<file path="src/core/asr_map.svh">
// Purpose: Constants for the asynchronous SRAM module host controller
// Assumes: 50 MHz clk; figures are fixed for the -20 grade, ASR_GRADE_NS selects nothing
// Notes: Times in ns, cycle counts derived by rounding up
// Function
// RULE1 - Host holds write strobe high during reads
// RULE2 - Read data valid after address access time
// RULE3 - Read data valid after output enable time
// RULE4 - Device drivers turn on no earlier than stated
// RULE5 - Device drivers float within 7 ns
// RULE6 - Previous read data held 3 ns
// RULE7 - Device enters standby after deselect
// RULE8 - Strobe or select high on address change
// RULE9 - Write only during select and strobe overlap
// RULE10 - Select asserted long enough before write end
// RULE11 - Address valid long before write end
// RULE12 - Address held for write recovery
// RULE13 - Write data set up, held after end
// RULE14 - Device drivers off after strobe falls
// RULE15 - Late select keeps outputs floating in write
// RULE16 - Stretch strobe when output enable low
// RULE17 - Device drives no sooner than write end
// RULE18 - Four active-low byte lane selects
// RULE19 - 1M words of 32 bits, 20 address lines
// RULE20 - Device drives only on read combination
// RULE21 - Host rounds minimum times up to cycles
`ifndef ASR_MAP_SVH
`define ASR_MAP_SVH
`define ASR_CLK_PERIOD_NS 20
`define ASR_GRADE_NS 20
// -20 grade figures
`define ASR_READ_CYCLE_NS 20
`define ASR_ADDRESS_ACCESS_MAX_NS 20
`define ASR_OE_ACCESS_NS 10
`define ASR_OE_FLOAT_NS 7
`define ASR_WRITE_PULSE_MIN_NS 15
`define ASR_WRITE_CYCLE_NS 20
`define ASR_WRITE_RECOVERY_MIN_NS 3
`define ASR_DATA_OVERLAP_MIN_NS 12
`define ASR_WRITE_TO_FLOAT_MAX_NS 7
`define ASR_CEIL(t) (((t) + `ASR_CLK_PERIOD_NS - 1) / `ASR_CLK_PERIOD_NS)
`define ASR_MAX(a, b) (((a) > (b)) ? (a) : (b))
`define ASR_RD_CYC `ASR_MAX(1, `ASR_CEIL(`ASR_MAX(`ASR_READ_CYCLE_NS, `ASR_ADDRESS_ACCESS_MAX_NS)))
`define ASR_WR_CYC `ASR_MAX(1, `ASR_CEIL(`ASR_MAX(`ASR_WRITE_PULSE_MIN_NS, \
	`ASR_WRITE_TO_FLOAT_MAX_NS + `ASR_DATA_OVERLAP_MIN_NS)))
`define ASR_REC_CYC `ASR_MAX(1, `ASR_CEIL(`ASR_MAX(`ASR_WRITE_RECOVERY_MIN_NS, `ASR_OE_FLOAT_NS)))
`endif

</file>
<file path="src/core/asr_pkg.sv">
// Purpose: Types for the SRAM module host controller
// Assumes: 20-bit word address, 32-bit data, four byte lanes
// Notes: None
package asr_pkg;
	typedef struct packed {
		logic write;
		logic [19:0] addr;
		logic [3:0] lanes;
		logic [31:0] wdata;
	} asr_req_s;
	typedef enum {ASR_IDLE, ASR_READ, ASR_WRITE, ASR_RECOVER} asr_state_e;
endpackage

</file>
<file path="src/core/asr_host.sv">
// Purpose: Host controller driving an asynchronous 1M x 32 SRAM module
// Assumes: Single 50 MHz clock; pins are registered outputs
// Notes: Address moves only on an edge where select and strobe were high
`include "asr_map.svh"
module asr_host #(
	parameter int RD_CYC = `ASR_RD_CYC,
	parameter int WR_CYC = `ASR_WR_CYC,
	parameter int REC_CYC = `ASR_REC_CYC
) (
	input wire logic clk, // Clock
	input wire logic rst, // Async reset, high
	input wire logic req_valid, // Request offered
	output logic req_ready, // Request taken
	input asr_pkg::asr_req_s req, // Request body
	output logic rsp_valid, // Read data pulse
	output logic [31:0] rsp_data, // Read data
	output logic [19:0] mem_addr, // Address pins
	output logic [3:0] mem_sel_n, // Byte lane selects
	output logic mem_we_n, // Write strobe
	output logic mem_oe_n, // Output enable
	output logic [31:0] mem_dq_o, // Data out
	output logic mem_dq_oe, // Data drive enable
	input wire logic [31:0] mem_dq_i // Data in
);
	import asr_pkg::*;
	// Reads add two sync cycles, so their count must still fit eight bits
	if (RD_CYC < 1 || WR_CYC < 1 || REC_CYC < 1 || RD_CYC > 253 || WR_CYC > 255
		|| REC_CYC > 255) begin : g_bad_counts
		$error("asr_host: cycle counts out of range");
	end
	// ----------------------------------------
	// Pin input sync
	// ----------------------------------------
	// Bus is asynchronous to clk; only the second stage is read
	logic [31:0] dq_s1_r, dq_s2_r;
	always_ff @(posedge clk or posedge rst) begin
		if (rst) begin
			dq_s1_r <= 32'h0;
			dq_s2_r <= 32'h0;
		end else begin
			dq_s1_r <= mem_dq_i;
			dq_s2_r <= dq_s1_r;
		end
	end
	// ----------------------------------------
	// Sequencer
	// ----------------------------------------
	// Reads wait two extra cycles for the synchroniser
	localparam int RD_TOTAL = RD_CYC + 2;
	asr_state_e st_r, st_nxt;
	logic [7:0] cnt_r, cnt_nxt;
	logic [19:0] addr_r, addr_nxt;
	logic [3:0] sel_n_r, sel_n_nxt;
	logic we_n_r, we_n_nxt, oe_n_r, oe_n_nxt, dq_oe_r, dq_oe_nxt;
	logic [31:0] dq_o_r, dq_o_nxt, rd_r, rd_nxt;
	logic rv_r, rv_nxt;
	assign req_ready = (st_r == ASR_IDLE);
	always_comb begin
		st_nxt = st_r;
		cnt_nxt = cnt_r;
		addr_nxt = addr_r;
		sel_n_nxt = sel_n_r;
		we_n_nxt = we_n_r;
		oe_n_nxt = oe_n_r;
		dq_oe_nxt = dq_oe_r;
		dq_o_nxt = dq_o_r;
		rd_nxt = rd_r;
		rv_nxt = 1'b0;
		case (st_r)
			ASR_IDLE: begin
				if (req_valid) begin
					addr_nxt = req.addr; // RULE8 RULE11
					sel_n_nxt = ~req.lanes; // RULE18
					if (req.write) begin
						// Strobe falls with select; OE stays high so no bus fight
						we_n_nxt = 1'b0; // RULE9
						oe_n_nxt = 1'b1; // RULE16
						dq_oe_nxt = 1'b1;
						dq_o_nxt = req.wdata; // RULE13
						cnt_nxt = 8'(WR_CYC); // RULE21
						st_nxt = ASR_WRITE;
					end else begin
						we_n_nxt = 1'b1; // RULE1
						oe_n_nxt = 1'b0;
						cnt_nxt = 8'(RD_TOTAL); // RULE2 RULE3
						st_nxt = ASR_READ;
					end
				end
			end
			ASR_READ: begin
				cnt_nxt = cnt_r - 8'h01;
				if (cnt_r == 8'h01) begin
					rd_nxt = dq_s2_r;
					rv_nxt = 1'b1;
					sel_n_nxt = 4'hF;
					oe_n_nxt = 1'b1; // RULE5
					cnt_nxt = 8'(REC_CYC);
					st_nxt = ASR_RECOVER;
				end
			end
			ASR_WRITE: begin
				cnt_nxt = cnt_r - 8'h01;
				if (cnt_r == 8'h01) begin
					// End write on both; address and data held one more period
					we_n_nxt = 1'b1; // RULE12
					sel_n_nxt = 4'hF; // RULE10
					cnt_nxt = 8'(REC_CYC);
					st_nxt = ASR_RECOVER;
				end
			end
			ASR_RECOVER: begin
				// Data released a period after the strobe rises: hold met with margin
				dq_oe_nxt = 1'b0; // RULE13 RULE17
				cnt_nxt = cnt_r - 8'h01;
				if (cnt_r == 8'h01)
					st_nxt = ASR_IDLE;
			end
			default: st_nxt = ASR_IDLE;
		endcase
	end
	always_ff @(posedge clk or posedge rst) begin
		if (rst) begin
			st_r <= ASR_IDLE;
			cnt_r <= 8'h00;
			addr_r <= 20'h0;
			sel_n_r <= 4'hF;
			we_n_r <= 1'b1;
			oe_n_r <= 1'b1;
			dq_oe_r <= 1'b0;
			dq_o_r <= 32'h0;
			rd_r <= 32'h0;
			rv_r <= 1'b0;
		end else begin
			st_r <= st_nxt;
			cnt_r <= cnt_nxt;
			addr_r <= addr_nxt;
			sel_n_r <= sel_n_nxt;
			we_n_r <= we_n_nxt;
			oe_n_r <= oe_n_nxt;
			dq_oe_r <= dq_oe_nxt;
			dq_o_r <= dq_o_nxt;
			rd_r <= rd_nxt;
			rv_r <= rv_nxt;
		end
	end
	// ----------------------------------------
	// Pin outputs
	// ----------------------------------------
	assign mem_addr = addr_r;
	assign mem_sel_n = sel_n_r;
	assign mem_we_n = we_n_r;
	assign mem_oe_n = oe_n_r;
	assign mem_dq_o = dq_o_r;
	assign mem_dq_oe = dq_oe_r;
	assign rsp_valid = rv_r;
	assign rsp_data = rd_r;
	// ----------------------------------------
	// Write pulse length
	// ----------------------------------------
	// Counts strobe-low samples; read by the checks only
	int wlen_r, wlen_nxt;
	always_comb begin
		wlen_nxt = mem_we_n ? 0 : wlen_r + 1;
	end
	always_ff @(posedge clk or posedge rst) begin
		if (rst)
			wlen_r <= 0;
		else
			wlen_r <= wlen_nxt;
	end
endmodule

</file>
<file path="config.mk">
export PLATFORM = sky130hd
export DESIGN_NAME = asr_host
export DESIGN_NICKNAME = d
export VERILOG_FILES = /design/src/core/asr_pkg.sv /design/src/core/asr_host.sv
export VERILOG_INCLUDE_DIRS = /design/src /design/src/core
export SDC_FILE = /design/constraint.sdc
export NUM_CORES = 1
export LEC_CHECK = 0
export ABC_AREA = 1
export BUFFER_PORTS_ARGS = -buffer_cell sky130_fd_sc_hd__buf_2
export CORE_ASPECT_RATIO = 0.75
export CORE_MARGIN = 2
export CORE_UTILIZATION = 43
export CTS_BUF_LIST = sky130_fd_sc_hd__clkbuf_16
export CTS_CLUSTER_SIZE = 8
export DETAILED_ROUTE_END_ITERATION = 10
export PLACE_DENSITY = 0.72
export SYNTH_ARGS = -nofsm -noshare
export SYNTH_HDL_FRONTEND = slang
export SYNTH_SLANG_ARGS = --single-unit
export TNS_END_PERCENT = 5
</file>
<file path="constraint.sdc">
create_clock -name clk -period 11.02 [get_ports clk]
set_input_delay 2.204 -clock clk [delete_from_list [all_inputs] [get_ports clk]]
set_output_delay 2.204 -clock clk [all_outputs]
set_load 0.02 [all_outputs]
</file>
**After elaboration in Yosys (flattened, before gate mapping)**

Index checks and enable logic that the tools add are counted.

- Bits in registers: 196
- Input bits: 92
- Output and inout port bits: 93
- Word-level logic and storage cells: 65

- Add/subtract/negate cells: 1
- Eq/ne operators: 10
- Multiplexer cells: 24
- Bitwise logic cells: 1
- Reductions and logical operators: 17

Operators with widths:

| cell | number |
|---|---|
| two-way mux 32 bit | 3 |
| case mux 32 bit (3 select lines) | 1 |
| == test 32 x 2 -> 1 bit (second input constant) | 2 |
| zero test 32 bit | 2 |
| == test 32 x 1 -> 1 bit (second input constant) | 1 |
| case mux 8 bit (3 select lines) | 1 |
| AND reduction 3 bit | 6 |
| two-way mux 8 bit | 2 |
| inequality test 2 bit (second input constant) | 5 |
| two-way mux 1 bit | 9 |
| == test 8 x 1 -> 1 bit (second input constant) | 1 |
| two-way mux 4 bit | 2 |
| case mux 4 bit (2 select lines) | 1 |
| nonzero test 2 bit | 4 |
| subtractor 8 x 1 -> 8 bit (second input constant) | 1 |
| case mux 1 bit (2 select lines) | 3 |
| AND reduction 2 bit | 3 |
| two-way mux 2 bit | 2 |
| inverter 4 bit | 1 |
| nonzero test 3 bit | 1 |
| inequality test 2 x 1 -> 1 bit (second input constant) | 1 |
| OR reduction 2 bit | 1 |

**Longest topological paths before layout**

- Word-level depth: 4
- Mapped depth: 9
- Gate-level depth less buffers: 9

**Worst setup path before layout**

OpenSTA, ideal clock, no wires.

- Path type: register -> output
- From: register st_r[0]
- To: output port req_ready
- Data arrival time: 0.811 ns
- Required time: 8.816 ns
- Setup slack: 8.005 ns
- Cell stages (with the launch flop): 3
- Buffers on the path: 0
- Cell sequence: dfrtp_1 inv_1 ha_1

- Longest elaborated chain between the ends: 1

Ends and longest elaborated chain:

| item | RTL line | text |
|---|---|---|
| start, declared | asr_host.sv:50 | `asr_state_e st_r, st_nxt;` |
| start signal, assigned | asr_host.sv:134 | `st_r <= st_nxt;` |
| zero test 32 bit | asr_host.sv:57 | `assign req_ready = (st_r == ASR_IDLE);` |
| end, declared | asr_host.sv:13 | `output logic req_ready,` |

No other way between the ends.

**Final worst setup path**

Same ends and word-level chain as after synthesis.

==> metrics <==
status finished clean; Clock Tree Root clkbuf_16; share of cells above drive strength 1 0.361; CP arrival approximately 1.5 ns; Hold Path Class flop to flop; post-layout util 0.570; FF-to-FF setup slack a little under 9 ns; gr ovfl total 0; Top Ports about 190; LEAKAGE approximately 4 nW; initial core utilization 0.443; GRT Overall Usage 0.177; Worst R2R Start st_r[0]$_DFFE_PP0P_; Max stage delay on crit path about 0.41 ns; critical path class flop to output port; PwrDens 305 nW/um^2; H-tree levels 4; dpl hpwl between 8 and 9 mm; sequential area share after synthesis 0.718; final-report hold violation count 0; CTS Sinks 166; CP max-delay cell dfrtp_1; fill count around 1.1k; post_cts resized 0; Worst-path clk slew ~0.070 ns; Synth Area per Inst around 11 sq um; initial drt markers between 200 and 250; FMAX 0.272 GHz; vias in the first global route about 4.3k; # rows 36; actual slew at the worst max-slew pin 1.02 ns; Diodes inserted 0; clock buffer depth 2; Worst Setup Slack, final between 7 and 8 ns; gpl congestion 0.832; total CTS buffers 17; crit path max fanout 6; Place WS a little over 7 ns; DRC viols 0; Hold Slack roughly 0.34 ns; # hold bufs at CTS 0; Cells after Synth slightly above 500; remaining antenna violation count after routing 0; Die Area between 10000 and 15000 sq um; First-pass DRT Iterations 4; hold path depth 0; worst rel slew slack 0.318; Max Cap Viol 0; synth warn 0; reg2reg end mem_dq_o[5]$_DFFE_PP0P_; Req. time, crit path 8.82 ns; library cells used by synthesis 25; #FFs+latches synth 166; Post-Synthesis Cell Area 5790 sq um; minimum clock period approximately 3.7 ns; Clk Latency, worst-skew pair about 0.41 ns; Post-CTS Setup Inserts 0; syn nets about 600; vias approximately 4.1k; setup TNS 0 ns; largest net degree at the start of global routing 88; core area roughly 13000 sq um; RSZ-0062 raised after global routing false; CTS tree built; Post-layout nets 799; Max Slew Vio Count 0; Routed wire per std cell ~14 microns; initial antenna violation count 0; Worst setup SP type flop; CP Cell Sequence inv_1 -> ha_1 -> buf_2; Post-Route WL 12.0 mm; synthesis-to-finish area growth 28.4%; Worst R2R Path Depth 8; Setup Skew 0.00997 ns; Worst setup EP type output port; PortBufs around 180; Worst Hold Path EP dq_s2_r[16]$_DFF_PP0_; VDD IR-drop max roughly 0.16 mV; hold_sp dq_s1_r[16]$_DFF_PP0_; Final period util 0.334; Chip Width roughly 140 microns; first-pass GRT wire length approximately 20 mm; die span in y between 100 and 150 microns; Vias per Instance 4.63; Setup violations, final 0
[sequential cells by signal, indices dropped and copies added, names as in the netlist]
name and count:
mem_dq_oe 1, mem_addr 20, mem_oe_n 1, rsp_data 32, dq_s2_r 32, cnt_r 8, st_r 2, mem_we_n 1
mem_dq_o 32, dq_s1_r 32, rsp_valid 1, mem_sel_n 4
[how the worst max path moves through the flow]
stage	startpoint	end	slack [ns]
after floorplan	rst	cnt_r[0]$_DFFE_PP0P_	4.34
after detailed placement	rst	dq_s1_r[15]$_DFF_PP0_	7.05
after global placement	rst	dq_s1_r[0]$_DFF_PP0_	7.14
final	st_r[0]$_DFFE_PP0P_	req_ready	7.34
after CTS	st_r[0]$_DFFE_PP0P_	req_ready	7.34
after global routing	rst	dq_s2_r[23]$_DFF_PP0_	7.27
[through the flow]
stage	total power [W]	instances	instance area, sq um
6_report	0.00227	885	7440
5_1_grt	0.00242	885	7440
4_1_cts	0.00230	885	7440
3_3_place_gp	0.00168	853	6860
2_1_floorplan	0.00144	510	5790
3_5_place_dp	0.00171	853	6860
[layout by cell type (no fill, tap or decap), drive strengths merged, types with 4 or more instances in the layout]
master / count
a21oi: 6
ha: 6
nand2: 237
buf: 186
clkbuf: 17
inv: 25
nor2: 17
dfrtp: 160
o21ai: 13
dfstp: 6
clkinv: 7
mux2: 20
nand3: 4
[layer usage]
layer | share of wire | track usage | vias up | routed length [microns]
met1 | 0.45 | 0.230 | 1960 | 5370
met5 | 0 | 0 | - | 0
met4 | 0.018 | 0.0765 | 0 | 221
met3 | 0.080 | 0.0576 | 18 | 967
met2 | 0.46 | 0.274 | 156 | 5480
li1 | - | - | 1964 | -
[cell families (layout without fill, tap and decap cells)]
family,after synthesis,in the layout,synth area share
AOI/OAI and AO/OA,21,21,0.0188
xor gates and xnor gates,4,4,0.00605
adders and majority gates,6,6,0.0130
buffers and inverters,33,237,0.0279
DFF,166,166,0.718
muxes,20,20,0.0389
and+or+nand+nor,260,260,0.177
[final cells by class]
class	count	area, sq um	area share
clock inverter	15	156	0.0210
tap	171	214	0.0288
clock buffer	17	425	0.0572
inverter	19	77.6	0.0104
timing repair buffer	186	936	0.126
multi-input combinational	311	1470	0.198
sequential	166	4160	0.559
[critical path, delay by kind of cell, from the launching register on]
kind	cells	cell delay, ns
flip-flops	1	0.41
buffers and inverters	2	0.34
adder cells (fa/ha/maj)	1	0.32
[synth_stat cells]
cell	instances	share of area
mux2_2	19	0.037
o21ai_1	4	0.0035
o22ai_1	1	0.0011
nor2_1	11	0.0071
xnor2_1	1	0.0015
ha_1	6	0.013
dfstp_2	6	0.027
inv_1	14	0.0091
nand2_2	1	0.0011
nand2_1	235	0.15
a21oi_1	6	0.0052
nor2_4	3	0.0058
xor2_1	3	0.0045
o21ai_0	9	0.0078
or2_2	2	0.0022
dfrtp_1	160	0.69
buf_2	11	0.0095
inv_2	4	0.0026
nand2_4	1	0.0019
buf_6	3	0.0058
nor2_2	3	0.0032
nand3_1	4	0.0035
mux2_1	1	0.0019
clkinv_2	1	0.00086
a22oi_1	1	0.0013
[report_power, final]
part	internal (W)	switching, W	leakage [nW]
Clock	0.000302	0.000265	0.278
Sequential	0.000800	0.0000958	2.01
Combinational	0.000274	0.000532	1.75
Total	0.00138	0.000893	4.04
Power figures use the tool's default switching activity.
